[src/rtl/cbtfsp_pkg.sv]
// Purpose: Shared constants for command bus training with set-point switching
// Assumes: 25 MHz clock; both ends sample every link signal on clk_i
// Notes:   Counts assume a fixed 40 ns clock
// Contract
// Clock enable fall in training swaps set point
// Clock enable rise restores entry set point
// Alternate set point without termination stays off
// Unbonded termination pad never terminates
// Controller programs alternate set before entry
// Hold clock and command after enable falls
// First pattern waits entry delay
// Space patterns; only last echo valid
// Valid clock before raising chip select
// Valid clock after chip select
// Hold inputs two clocks before enable rises
// Echo outputs float shortly after exit
// Termination follows enable edge within 20 ns
// Wait exit delay before next command
// Exit class from reference value and range
// Power-up selects set point zero
// Controller selects writable set point one
// Trained reference rewritten after exit
// Enter by mode write, delay, enable low
// Exit by enable high, wait, mode write
// Latched CA echoed onto DQ
// Waits take larger of cycles and time
package cbtfsp_pkg;

   // ---------------------------------------------------------------
   // Widths and mode register layout
   // ---------------------------------------------------------------
   localparam int CA_W   = 6;
   localparam int MA_W   = 6;
   localparam int OP_W   = 8;
   localparam int VREF_W = 7;
   localparam int CNT_W  = 8;

   localparam logic [MA_W-1:0] MR_TERM  = 6'h0b;
   localparam logic [MA_W-1:0] MR_VREF  = 6'h0c;
   localparam logic [MA_W-1:0] MR_FSP   = 6'h0d;
   localparam int              TRAIN_BIT = 0;
   localparam int              WR_BIT    = 6;
   localparam int              OP_BIT    = 7;
   localparam int              TERM_LO   = 4;
   localparam int              TERM_HI   = 6;
   localparam int              RANGE_BIT = 6;
   localparam logic [5:0]      LONG_STEP = 6'h0c;

   // ---------------------------------------------------------------
   // Timing
   // ---------------------------------------------------------------
   localparam int CLK_PERIOD_PS = 40000;

   function automatic int imax(input int a, input int b);
      return (a > b) ? a : b;
   endfunction : imax

   // Least times round up, longest times round down, never below one
   function automatic int cyc_min(input int ps);
      return imax((ps + CLK_PERIOD_PS - 1) / CLK_PERIOD_PS, 1);
   endfunction : cyc_min

   function automatic int cyc_max(input int ps);
      return imax(ps / CLK_PERIOD_PS, 1);
   endfunction : cyc_max

   localparam int CKELCK_PS     = 7500;
   localparam int CKELCK_NCK    = 3;
   localparam int ECHO_PS       = 20000;
   localparam int FIRST_PAT_PS  = 250000;
   localparam int XP_PS         = 7500;
   localparam int XP_NCK        = 5;
   localparam int PRECS_NCK     = 2;
   localparam int PSTCS_PS      = 7500;
   localparam int PSTCS_NCK     = 5;
   localparam int CKEH_NCK      = 2;
   localparam int TRISTATE_PS   = 1500;
   localparam int TERM_PS       = 20000;
   localparam int EXIT_SHORT_PS = 200000;
   localparam int EXIT_LONG_PS  = 250000;
   localparam int EXIT_NCK      = 5;
   localparam int MRD_NCK       = 10;

   localparam logic [CNT_W-1:0] ECHO_CYC = CNT_W'(cyc_max(ECHO_PS));
   localparam logic [CNT_W-1:0] SPACING_CYC = CNT_W'(cyc_min(ECHO_PS));
   localparam logic [CNT_W-1:0] SPACE_CYC =
      CNT_W'(imax(int'(SPACING_CYC), int'(ECHO_CYC)) + 1);
   localparam logic [CNT_W-1:0] CKELCK_CYC =
      CNT_W'(imax(cyc_min(CKELCK_PS), CKELCK_NCK));
   localparam logic [CNT_W-1:0] PRECS_CYC =
      CNT_W'(PRECS_NCK + imax(cyc_min(XP_PS), XP_NCK));
   localparam logic [CNT_W-1:0] ENTRY_CYC = CNT_W'(imax(imax(int'(CKELCK_CYC),
      cyc_min(FIRST_PAT_PS)), int'(PRECS_CYC)));
   localparam logic [CNT_W-1:0] PSTCS_CYC =
      CNT_W'(imax(cyc_min(PSTCS_PS), PSTCS_NCK));
   localparam logic [CNT_W-1:0] LINGER_CYC =
      CNT_W'(imax(int'(PSTCS_CYC), CKEH_NCK));
   localparam logic [CNT_W-1:0] TRISTATE_CYC = CNT_W'(cyc_max(TRISTATE_PS));
   localparam logic [CNT_W-1:0] TERM_CYC = CNT_W'(cyc_max(TERM_PS));
   localparam logic [CNT_W-1:0] EXIT_SHORT_CYC =
      CNT_W'(imax(cyc_min(EXIT_SHORT_PS), EXIT_NCK));
   localparam logic [CNT_W-1:0] EXIT_LONG_CYC =
      CNT_W'(imax(cyc_min(EXIT_LONG_PS), EXIT_NCK));
   localparam logic [CNT_W-1:0] MRD_CYC = CNT_W'(MRD_NCK);

endpackage : cbtfsp_pkg

[src/rtl/cbtfsp_link_if.sv]
// Purpose: Link between controller training engine and memory die
// Assumes: All signals change on clk_i rising edge
// Notes:   dq is driven only by the die; dq_oe high while it drives
`timescale 1ns/1ps
`default_nettype none
interface cbtfsp_link_if;
   logic                            cke;
   logic                            cs;
   logic [cbtfsp_pkg::CA_W-1:0]     ca;
   logic [cbtfsp_pkg::CA_W-1:0]     dq;
   logic                            dq_oe;
   logic                            mr_wr;
   logic [cbtfsp_pkg::MA_W-1:0]     mr_addr;
   logic [cbtfsp_pkg::OP_W-1:0]     mr_data;

   modport dev (input cke, cs, ca, mr_wr, mr_addr, mr_data, output dq, dq_oe);
   modport ctl (output cke, cs, ca, mr_wr, mr_addr, mr_data, input dq, dq_oe);
endinterface : cbtfsp_link_if
`default_nettype wire

[src/rtl/cbtfsp_wait.sv]
// Purpose: Down counter for minimum waits
// Assumes: count_i at least one when loaded
// Notes:   done_o high once count_i edges have passed since load
`timescale 1ns/1ps
`default_nettype none
module cbtfsp_wait (
   input  wire logic                        clk_i,
   input  wire logic                        resetn_i,
   input  wire logic                        load_i,
   input  wire logic [cbtfsp_pkg::CNT_W-1:0] count_i,
   output logic                             done_o
);
   typedef struct packed {
      logic [cbtfsp_pkg::CNT_W-1:0] cnt;
   } cbtfsp_wait_t;

   cbtfsp_wait_t s;
   cbtfsp_wait_t next_s;

   always_comb begin
      next_s = s;
      if (load_i) begin
         next_s.cnt = count_i;
      end else if (s.cnt != '0) begin
         next_s.cnt = s.cnt - 1'b1;
      end
   end

   always_ff @(posedge clk_i or negedge resetn_i) begin
      if (!resetn_i) begin
         s <= '0;
      end else begin
         s <= next_s;
      end
   end

   assign done_o = (s.cnt == '0);
endmodule : cbtfsp_wait
`default_nettype wire

[src/rtl/cbtfsp_ctl.sv]
// Purpose: Controller training engine for command bus training (mode 1)
// Assumes: Clock runs continuously at the training rate
// Notes:   Each mode write is one strobe cycle carrying address and data
`timescale 1ns/1ps
`default_nettype none
module cbtfsp_ctl (
   input  wire logic                         clk_i,
   input  wire logic                         resetn_i,
   cbtfsp_link_if.ctl                        link,
   input  wire logic                         start_i,
   input  wire logic [2:0]                   term_code_i,
   input  wire logic [cbtfsp_pkg::VREF_W-1:0] vref_base_i,
   input  wire logic [cbtfsp_pkg::VREF_W-1:0] vref_train_i,
   input  wire logic [cbtfsp_pkg::VREF_W-1:0] trained_vref_i,
   input  wire logic                         pattern_valid_i,
   input  wire logic [cbtfsp_pkg::CA_W-1:0]   pattern_i,
   input  wire logic                         finish_i,
   output logic                              pattern_ready_o,
   output logic [cbtfsp_pkg::CA_W-1:0]       echo_o,
   output logic                              echo_valid_o,
   output logic                              busy_o,
   output logic                              done_o
);
   typedef enum {
      ST_IDLE,
      ST_PROG_TERM,
      ST_PROG_VREF,
      ST_ENTER,
      ST_WAIT_MRD,
      ST_SETTLE,
      ST_READY,
      ST_ECHO,
      ST_LINGER,
      ST_EXIT_WAIT,
      ST_STORE
   } cbtfsp_state_t;

   typedef struct packed {
      cbtfsp_state_t                   st;
      logic                            cke;
      logic                            cs;
      logic [cbtfsp_pkg::CA_W-1:0]     ca;
      logic                            mr_wr;
      logic [cbtfsp_pkg::MA_W-1:0]     mr_addr;
      logic [cbtfsp_pkg::OP_W-1:0]     mr_data;
      logic                            ready;
      logic [cbtfsp_pkg::CA_W-1:0]     echo;
      logic                            echo_valid;
      logic                            busy;
      logic                            done;
   } cbtfsp_ctl_t;

   cbtfsp_ctl_t                  s;
   cbtfsp_ctl_t                  next_s;
   logic                         t_load;
   logic [cbtfsp_pkg::CNT_W-1:0] t_count;
   logic                         t_done;

   // ---------------------------------------------------------------
   // Helpers
   // ---------------------------------------------------------------
   // Range change or a large step needs the longer settling
   function automatic logic exit_is_long(
      input logic [cbtfsp_pkg::VREF_W-1:0] a,
      input logic [cbtfsp_pkg::VREF_W-1:0] b
   );
      logic [5:0] d;
      d = (a[5:0] > b[5:0]) ? (a[5:0] - b[5:0]) : (b[5:0] - a[5:0]);
      return (a[cbtfsp_pkg::RANGE_BIT] != b[cbtfsp_pkg::RANGE_BIT]) ||
             (d > cbtfsp_pkg::LONG_STEP);
   endfunction : exit_is_long

   function automatic logic [cbtfsp_pkg::OP_W-1:0] fsp_word(
      input logic train
   );
      logic [cbtfsp_pkg::OP_W-1:0] w;
      w = '0;
      w[cbtfsp_pkg::TRAIN_BIT] = train;
      w[cbtfsp_pkg::WR_BIT]    = 1'b1;
      return w;
   endfunction : fsp_word

   cbtfsp_wait u_wait (
      .clk_i    (clk_i),
      .resetn_i (resetn_i),
      .load_i   (t_load),
      .count_i  (t_count),
      .done_o   (t_done)
   );

   // ---------------------------------------------------------------
   // Sequencer
   // ---------------------------------------------------------------
   always_comb begin
      next_s            = s;
      t_load            = 1'b0;
      t_count           = '0;
      next_s.mr_wr      = 1'b0;
      next_s.cs         = 1'b0;
      next_s.echo_valid = 1'b0;
      next_s.done       = 1'b0;
      case (s.st)
         ST_IDLE: begin
            if (start_i) begin
               next_s.busy    = 1'b1;
               next_s.mr_wr   = 1'b1;
               next_s.mr_addr = cbtfsp_pkg::MR_FSP;
               next_s.mr_data = fsp_word(1'b0);
               next_s.st      = ST_PROG_TERM;
            end
         end
         ST_PROG_TERM: begin
            next_s.mr_wr   = 1'b1;
            next_s.mr_addr = cbtfsp_pkg::MR_TERM;
            next_s.mr_data = '0;
            next_s.mr_data[cbtfsp_pkg::TERM_HI:cbtfsp_pkg::TERM_LO] = term_code_i;
            next_s.st      = ST_PROG_VREF;
         end
         ST_PROG_VREF: begin
            next_s.mr_wr   = 1'b1;
            next_s.mr_addr = cbtfsp_pkg::MR_VREF;
            next_s.mr_data = {1'b0, vref_train_i};
            next_s.st      = ST_ENTER;
         end
         ST_ENTER: begin
            next_s.mr_wr   = 1'b1;
            next_s.mr_addr = cbtfsp_pkg::MR_FSP;
            next_s.mr_data = fsp_word(1'b1);
            t_load         = 1'b1;
            t_count        = cbtfsp_pkg::MRD_CYC;
            next_s.st      = ST_WAIT_MRD;
         end
         ST_WAIT_MRD: begin
            if (t_done) begin
               next_s.cke = 1'b0;
               t_load     = 1'b1;
               t_count    = cbtfsp_pkg::ENTRY_CYC;      // see see see
               next_s.st  = ST_SETTLE;
            end
         end
         ST_SETTLE: begin
            if (t_done) begin
               next_s.ready = 1'b1;
               next_s.st    = ST_READY;
            end
         end
         ST_READY: begin
            if (pattern_valid_i) begin
               next_s.cs    = 1'b1;
               next_s.ca    = pattern_i;
               next_s.ready = 1'b0;
               t_load       = 1'b1;
               t_count      = cbtfsp_pkg::SPACE_CYC;
               next_s.st    = ST_ECHO;
            end else if (finish_i) begin
               next_s.ready = 1'b0;
               t_load       = 1'b1;
               t_count      = cbtfsp_pkg::LINGER_CYC;   // see
               next_s.st    = ST_LINGER;
            end
         end
         ST_ECHO: begin
            if (t_done) begin
               next_s.echo       = link.dq;
               next_s.echo_valid = link.dq_oe;
               next_s.ready      = 1'b1;
               next_s.st         = ST_READY;
            end
         end
         ST_LINGER: begin
            if (t_done) begin
               next_s.cke = 1'b1;
               t_load     = 1'b1;
               t_count    = exit_is_long(vref_base_i, trained_vref_i) ?
                            cbtfsp_pkg::EXIT_LONG_CYC :
                            cbtfsp_pkg::EXIT_SHORT_CYC; // see
               next_s.st  = ST_EXIT_WAIT;
            end
         end
         ST_EXIT_WAIT: begin
            if (t_done) begin
               next_s.mr_wr   = 1'b1;
               next_s.mr_addr = cbtfsp_pkg::MR_FSP;
               next_s.mr_data = fsp_word(1'b0);
               next_s.st      = ST_STORE;
            end
         end
         ST_STORE: begin
            next_s.mr_wr   = 1'b1;
            next_s.mr_addr = cbtfsp_pkg::MR_VREF;
            next_s.mr_data = {1'b0, trained_vref_i};
            next_s.busy    = 1'b0;
            next_s.done    = 1'b1;
            next_s.st      = ST_IDLE;
         end
         default: begin
            next_s.st = ST_IDLE;
         end
      endcase
   end

   // ---------------------------------------------------------------
   // State register
   // ---------------------------------------------------------------
   always_ff @(posedge clk_i or negedge resetn_i) begin
      if (!resetn_i) begin
         s     <= '0;
         s.st  <= ST_IDLE;
         s.cke <= 1'b1;
      end else begin
         s <= next_s;
      end
   end

   // ---------------------------------------------------------------
   // Outputs
   // ---------------------------------------------------------------
   assign link.cke        = s.cke;
   assign link.cs         = s.cs;
   assign link.ca         = s.ca;
   assign link.mr_wr      = s.mr_wr;
   assign link.mr_addr    = s.mr_addr;
   assign link.mr_data    = s.mr_data;
   assign pattern_ready_o = s.ready;
   assign echo_o          = s.echo;
   assign echo_valid_o    = s.echo_valid;
   assign busy_o          = s.busy;
   assign done_o          = s.done;
endmodule : cbtfsp_ctl
`default_nettype wire

[src/flat_wrapper.sv]
// flat-port wrapper written by rule: the top's interface ports become plain ports
module cbtfsp_ctl_flat 
  (clk_i, resetn_i, start_i, term_code_i, vref_base_i, vref_train_i, trained_vref_i, pattern_valid_i, pattern_i, finish_i, pattern_ready_o, echo_o, echo_valid_o, busy_o, done_o, link_cke, link_cs, link_ca, link_mr_wr, link_mr_addr, link_mr_data, link_dq, link_dq_oe);
  cbtfsp_link_if link_i ();
  input  wire logic clk_i;
  input  wire logic resetn_i;
  input  wire logic start_i;
  input  wire logic [2:0] term_code_i;
  input  wire logic [cbtfsp_pkg::VREF_W-1:0] vref_base_i;
  input  wire logic [cbtfsp_pkg::VREF_W-1:0] vref_train_i;
  input  wire logic [cbtfsp_pkg::VREF_W-1:0] trained_vref_i;
  input  wire logic pattern_valid_i;
  input  wire logic [cbtfsp_pkg::CA_W-1:0] pattern_i;
  input  wire logic finish_i;
  output logic pattern_ready_o;
  output logic [cbtfsp_pkg::CA_W-1:0] echo_o;
  output logic echo_valid_o;
  output logic busy_o;
  output logic done_o;
  output wire logic [$bits(link_i.cke)-1:0] link_cke;
  output wire logic [$bits(link_i.cs)-1:0] link_cs;
  output wire logic [$bits(link_i.ca)-1:0] link_ca;
  output wire logic [$bits(link_i.mr_wr)-1:0] link_mr_wr;
  output wire logic [$bits(link_i.mr_addr)-1:0] link_mr_addr;
  output wire logic [$bits(link_i.mr_data)-1:0] link_mr_data;
  input wire logic [$bits(link_i.dq)-1:0] link_dq;
  input wire logic [$bits(link_i.dq_oe)-1:0] link_dq_oe;
  assign link_cke = link_i.cke;
  assign link_cs = link_i.cs;
  assign link_ca = link_i.ca;
  assign link_mr_wr = link_i.mr_wr;
  assign link_mr_addr = link_i.mr_addr;
  assign link_mr_data = link_i.mr_data;
  assign link_i.dq = link_dq;
  assign link_i.dq_oe = link_dq_oe;
  cbtfsp_ctl u_core (.clk_i(clk_i), .resetn_i(resetn_i), .link(link_i), .start_i(start_i), .term_code_i(term_code_i), .vref_base_i(vref_base_i), .vref_train_i(vref_train_i), .trained_vref_i(trained_vref_i), .pattern_valid_i(pattern_valid_i), .pattern_i(pattern_i), .finish_i(finish_i), .pattern_ready_o(pattern_ready_o), .echo_o(echo_o), .echo_valid_o(echo_valid_o), .busy_o(busy_o), .done_o(done_o));
endmodule
[config.mk]
export PLATFORM = sky130hd
export DESIGN_NAME = cbtfsp_ctl_flat
export DESIGN_NICKNAME = d
export VERILOG_FILES = /design/src/rtl/cbtfsp_pkg.sv /design/src/rtl/cbtfsp_link_if.sv /design/src/rtl/cbtfsp_wait.sv /design/src/rtl/cbtfsp_ctl.sv /design/src/flat_wrapper.sv
export SDC_FILE = /design/constraint.sdc
export NUM_CORES = 1
export LEC_CHECK = 0
export BUFFER_PORTS_ARGS = -buffer_cell sky130_fd_sc_hd__buf_4
export CORE_AREA = 2 2 86 88
export CTS_CLUSTER_DIAMETER = 200
export DETAILED_ROUTE_END_ITERATION = 7
export DIE_AREA = 0 0 88 90
export GPL_TIMING_DRIVEN = 0
export HOLD_SLACK_MARGIN = 0.05
export SETUP_SLACK_MARGIN = 0.05
export SLEW_MARGIN = 20
export SYNTH_ARGS = -nofsm -noshare
export SYNTH_HDL_FRONTEND = slang
export SYNTH_SLANG_ARGS = --single-unit
[constraint.sdc]
create_clock -name clk_i -period 4.5 [get_ports clk_i]
set_input_delay 0.225 -clock clk_i [delete_from_list [all_inputs] [get_ports clk_i]]
set_output_delay 0.225 -clock clk_i [all_outputs]
set_load 0.01 [all_outputs]
==> flow_summary.json <==
{
  "fin_crit_ns": 2.34,
  "slew_violations": 0,
  "path_max_fanout": 6,
  "status": "complete, no violations",
  "drcViolationCount": 0,
  "routed_wirelength_mm": 6.92,
  "cap_violations": 0,
  "fp.coreArea_mm2": 0.00702,
  "grt_pass1_wl_mm": 11.6,
  "async_reset_ff_share_pct": 100,
  "tns_ns": 0,
  "crit_family": "compound AO/OA/AOI/OAI gates",
  "postPlaceCellArea_mm2": 0.00341,
  "clock_latency_ns": 0.30,
  "critical_path_required_ns": 4.74,
  "vdd_ir_drop_max_uv": 270,
  "power_leakage_nw": 1.76,
  "netlist_instances": 314,
  "cts_tree": "built",
  "finalHoldViolCount": 0,
  "die_h_um": 90,
  "synth-edff-count": 0,
  "cp_cell_sequence": "inv_1, ha_1, nor3b_2, and3_1, buf_4, nand2_2, a221o_1, a221oi_2, o32a_2",
  "synth-seq-area-share_pct": 38.3,
  "drive_gt1_share_pct": 31.6,
  "tightestPinTransition_ns": 0.569,
  "setup_viol_count_final": 0,
  "synth_top_family_by_area": "compound AO/OA/AOI/OAI gates",
  "synth-compound-area-share_pct": 19.0,
  "synth_mux_area_share_pct": 3.64,
  "slew_headroom_pct": 61.8,
  "cellPowerDensity_mw_per_mm2": 592,
  "htreeDepth": 2,
  "antenna_found_initial": 0,
  "cp-end-kind": "flip-flop",
  "ys_types": 56,
  "rsz0062_at_grt": "no",
  "rows": 31,
  "cpMaxStageDelayCell": "dfrtp_1",
  "clock_path_buffers": 2,
  "fp.dieArea_mm2": 0.00792,
  "avgSynthCellArea_um2": 8.75,
  "ant_nets": 0,
  "overflow": 0,
  "layout_common_cells": "buf_4, dfrtp_1, nand2_1, nor2_1, inv_1",
  "hold_path.class": "in -> reg",
  "grt_pass1_vias": 2398,
  "cts_buffers": 5,
  "first_iter_violations": 186,
  "grt_max_degree": 43,
  "min_period_over_period_pct": 52.0,
  "vias": 2522,
  "synth_area_leader_cell": "dfrtp_1",
  "synth-main-ff-cell": "dfrtp_1",
  "finish.instance_area_mm2": 0.00353,
  "cts-resized-gates": 0,
  "dp_hpwl_mm": 5.18,
  "final_common_cell": "buf_4",
  "ys_ff_latch": 42,
  "clk_transition_reported_paths_ns": 0.08,
  "pin_count": 75,
  "crit_arrival_ns": 2.58,
  "synth_top_area_share_pct": 37.3,
  "dr.pass1.iters": 5,
  "synth_area_leaders": "dfrtp_1, buf_4, ha_1, nand2_1, nor2_1",
  "filler_cell_count": 697,
  "detail_route.wl_per_cell_um": 14.0,
  "initial_utilization_pct": 39.2,
  "io_buffers": 71,
  "synth_xor_area_share_pct": 2.55,
  "critPathKind": "reg -> reg",
  "yosysWarnings": 0,
  "synth_area_mm2": 0.00275,
  "cts_root_buf": "clkbuf_8",
  "grt_util_all_layers_pct": 18.1,
  "layout.nets": 451,
  "insertedDiodeCount": 0,
  "dieWidth_um": 88,
  "cts_sinks": 42,
  "yosys.area_share.simple_pct": 16.8,
  "crit_buf_inv": 2,
  "max_freq_ghz": 0.427,
  "gp_congestion": 0.897,
  "clock_skew_ns": 0.00899,
  "syn_to_final_growth_pct": 28.5,
  "synthAdderAreaFrac_pct": 7.28,
  "cpPeakStageDelay_ns": 0.41,
  "avgViaCountPerCell": 5.09,
  "startpoint_type": "flip-flop"
}
==> layout make-up <==
| cell class | instances | area [um^2] | share of cell area (%) |
|---|---|---|---|
| Tap cell | 99 | 124 | 3.51 |
| Clock inverter | 3 | 40.0 | 1.13 |
| Clock buffer | 5 | 68.8 | 1.95 |
| Sequential cell | 42 | 1050 | 29.8 |
| Multi-Input combinational cell | 212 | 1370 | 38.7 |
| Inverter | 24 | 90.1 | 2.55 |
| Timing Repair Buffer | 72 | 543 | 15.4 |
| Buffer | 38 | 248 | 7.01 |
==> path summary, 6_finish.rpt <==
path | start | to | slack (ns) | cells past startpoint
min in group asynchronous | resetn_i | u_core.echo_o[4] | 0.45 | 2
setup / recovery | u_core.u_wait.s[0] | u_core.link.mr_addr[2] | 2.16 | 9
hold reg to reg | u_core.link.mr_addr[3] | u_core.link.mr_addr[3] | 0.48 | 1
hold / removal | pattern_i[3] | u_core.link.ca[3] | 0.11 | 3
setup reg to reg | u_core.u_wait.s[0] | u_core.link.mr_addr[2] | 2.16 | 9
max in group asynchronous | resetn_i | u_core.link.cke | 3.67 | 2
==> worst register-to-register path, stage by stage (launching register included) <==
cell and delay [ns]:
dfrtp_1 0.41, inv_1 0.09, ha_1 0.19, nor3b_2 0.31, and3_1 0.20, buf_4 0.14, nand2_2 0.07, a221o_1 0.39
a221oi_2 0.31, o32a_2 0.19
==> cells by family (layout without fill, tap and decap cells) <==
group / Yosys count / in the layout
DFF: 42 / 42
muxes: 9 / 9
adders and majority gates: 15 / 15
other: 1 / 3
buffers and inverters: 62 / 142
and+or+nand+nor: 104 / 104
xor gates and xnor gates: 8 / 8
AOI/OAI and AO/OA: 73 / 73
==> what timing repair did <==
item	4_1_cts	5_1_grt
hold buffers	1	0
hold endpoints to repair	41	0
setup buffers	0	0
==> per-stage QoR <==
stage	total power, mW	std cells	util (%)	setup slack, ns	hold slack [ns]
after global placement	1.77	486	48.6	2.21	0.252
final	2.09	495	50.3	2.16	0.113
after global routing	2.26	495	50.3	2.00	0.102
after floorplan	1.42	316	-	2.45	-0.0706
after CTS	2.10	495	50.3	2.14	0.106
after detailed placement	1.79	486	48.6	2.16	0.255
==> sequential cells by signal (all words and copies together) (netlist names) <==
| name | count |
|---|---|
| u_core.u_wait.s | 8 |
| u_core.link.mr_data | 7 |
| u_core.echo_o | 6 |
| u_core.link.ca | 6 |
| u_core.link.mr_addr | 4 |
| u_core.s | 4 |
| u_core.busy_o | 1 |
| u_core.done_o | 1 |
| u_core.echo_valid_o | 1 |
| u_core.link.cke | 1 |
| u_core.link.cs | 1 |
| u_core.link.mr_wr | 1 |
| u_core.pattern_ready_o | 1 |
==> per-layer routing <==
layer	GRT usage [%]	routed length [um]	up-vias
met1	26.1	3090	1184
met2	28.7	3340	97
met5	0	0	-
met3	3.12	455	9
met4	3.46	34	0
li1	-	-	1232
==> power by group <==
part	switching [mW]	leakage, nW	total, mW	internal (mW)
Clock	0.134	0.0579	0.298	0.163
Sequential	0.0990	0.523	0.625	0.526
Combinational	0.608	1.17	1.17	0.561
==> synthesized netlist by cell type, drive strengths merged, types with 3 or more instances <==
master and n:
dfrtp 41, nand2 40, nor2 35, buf 31
inv 23, o21ai 15, a21oi 14, ha 12
mux2 8, a31oi 7, clkbuf 7, nor3 7
nand3 6, nand2b 5, xor2 5, a222oi 4
a211oi 3, a32o 3, o22a 3, o32a 3
xnor2 3
Note: power is estimated with default switching activity, not from simulation.
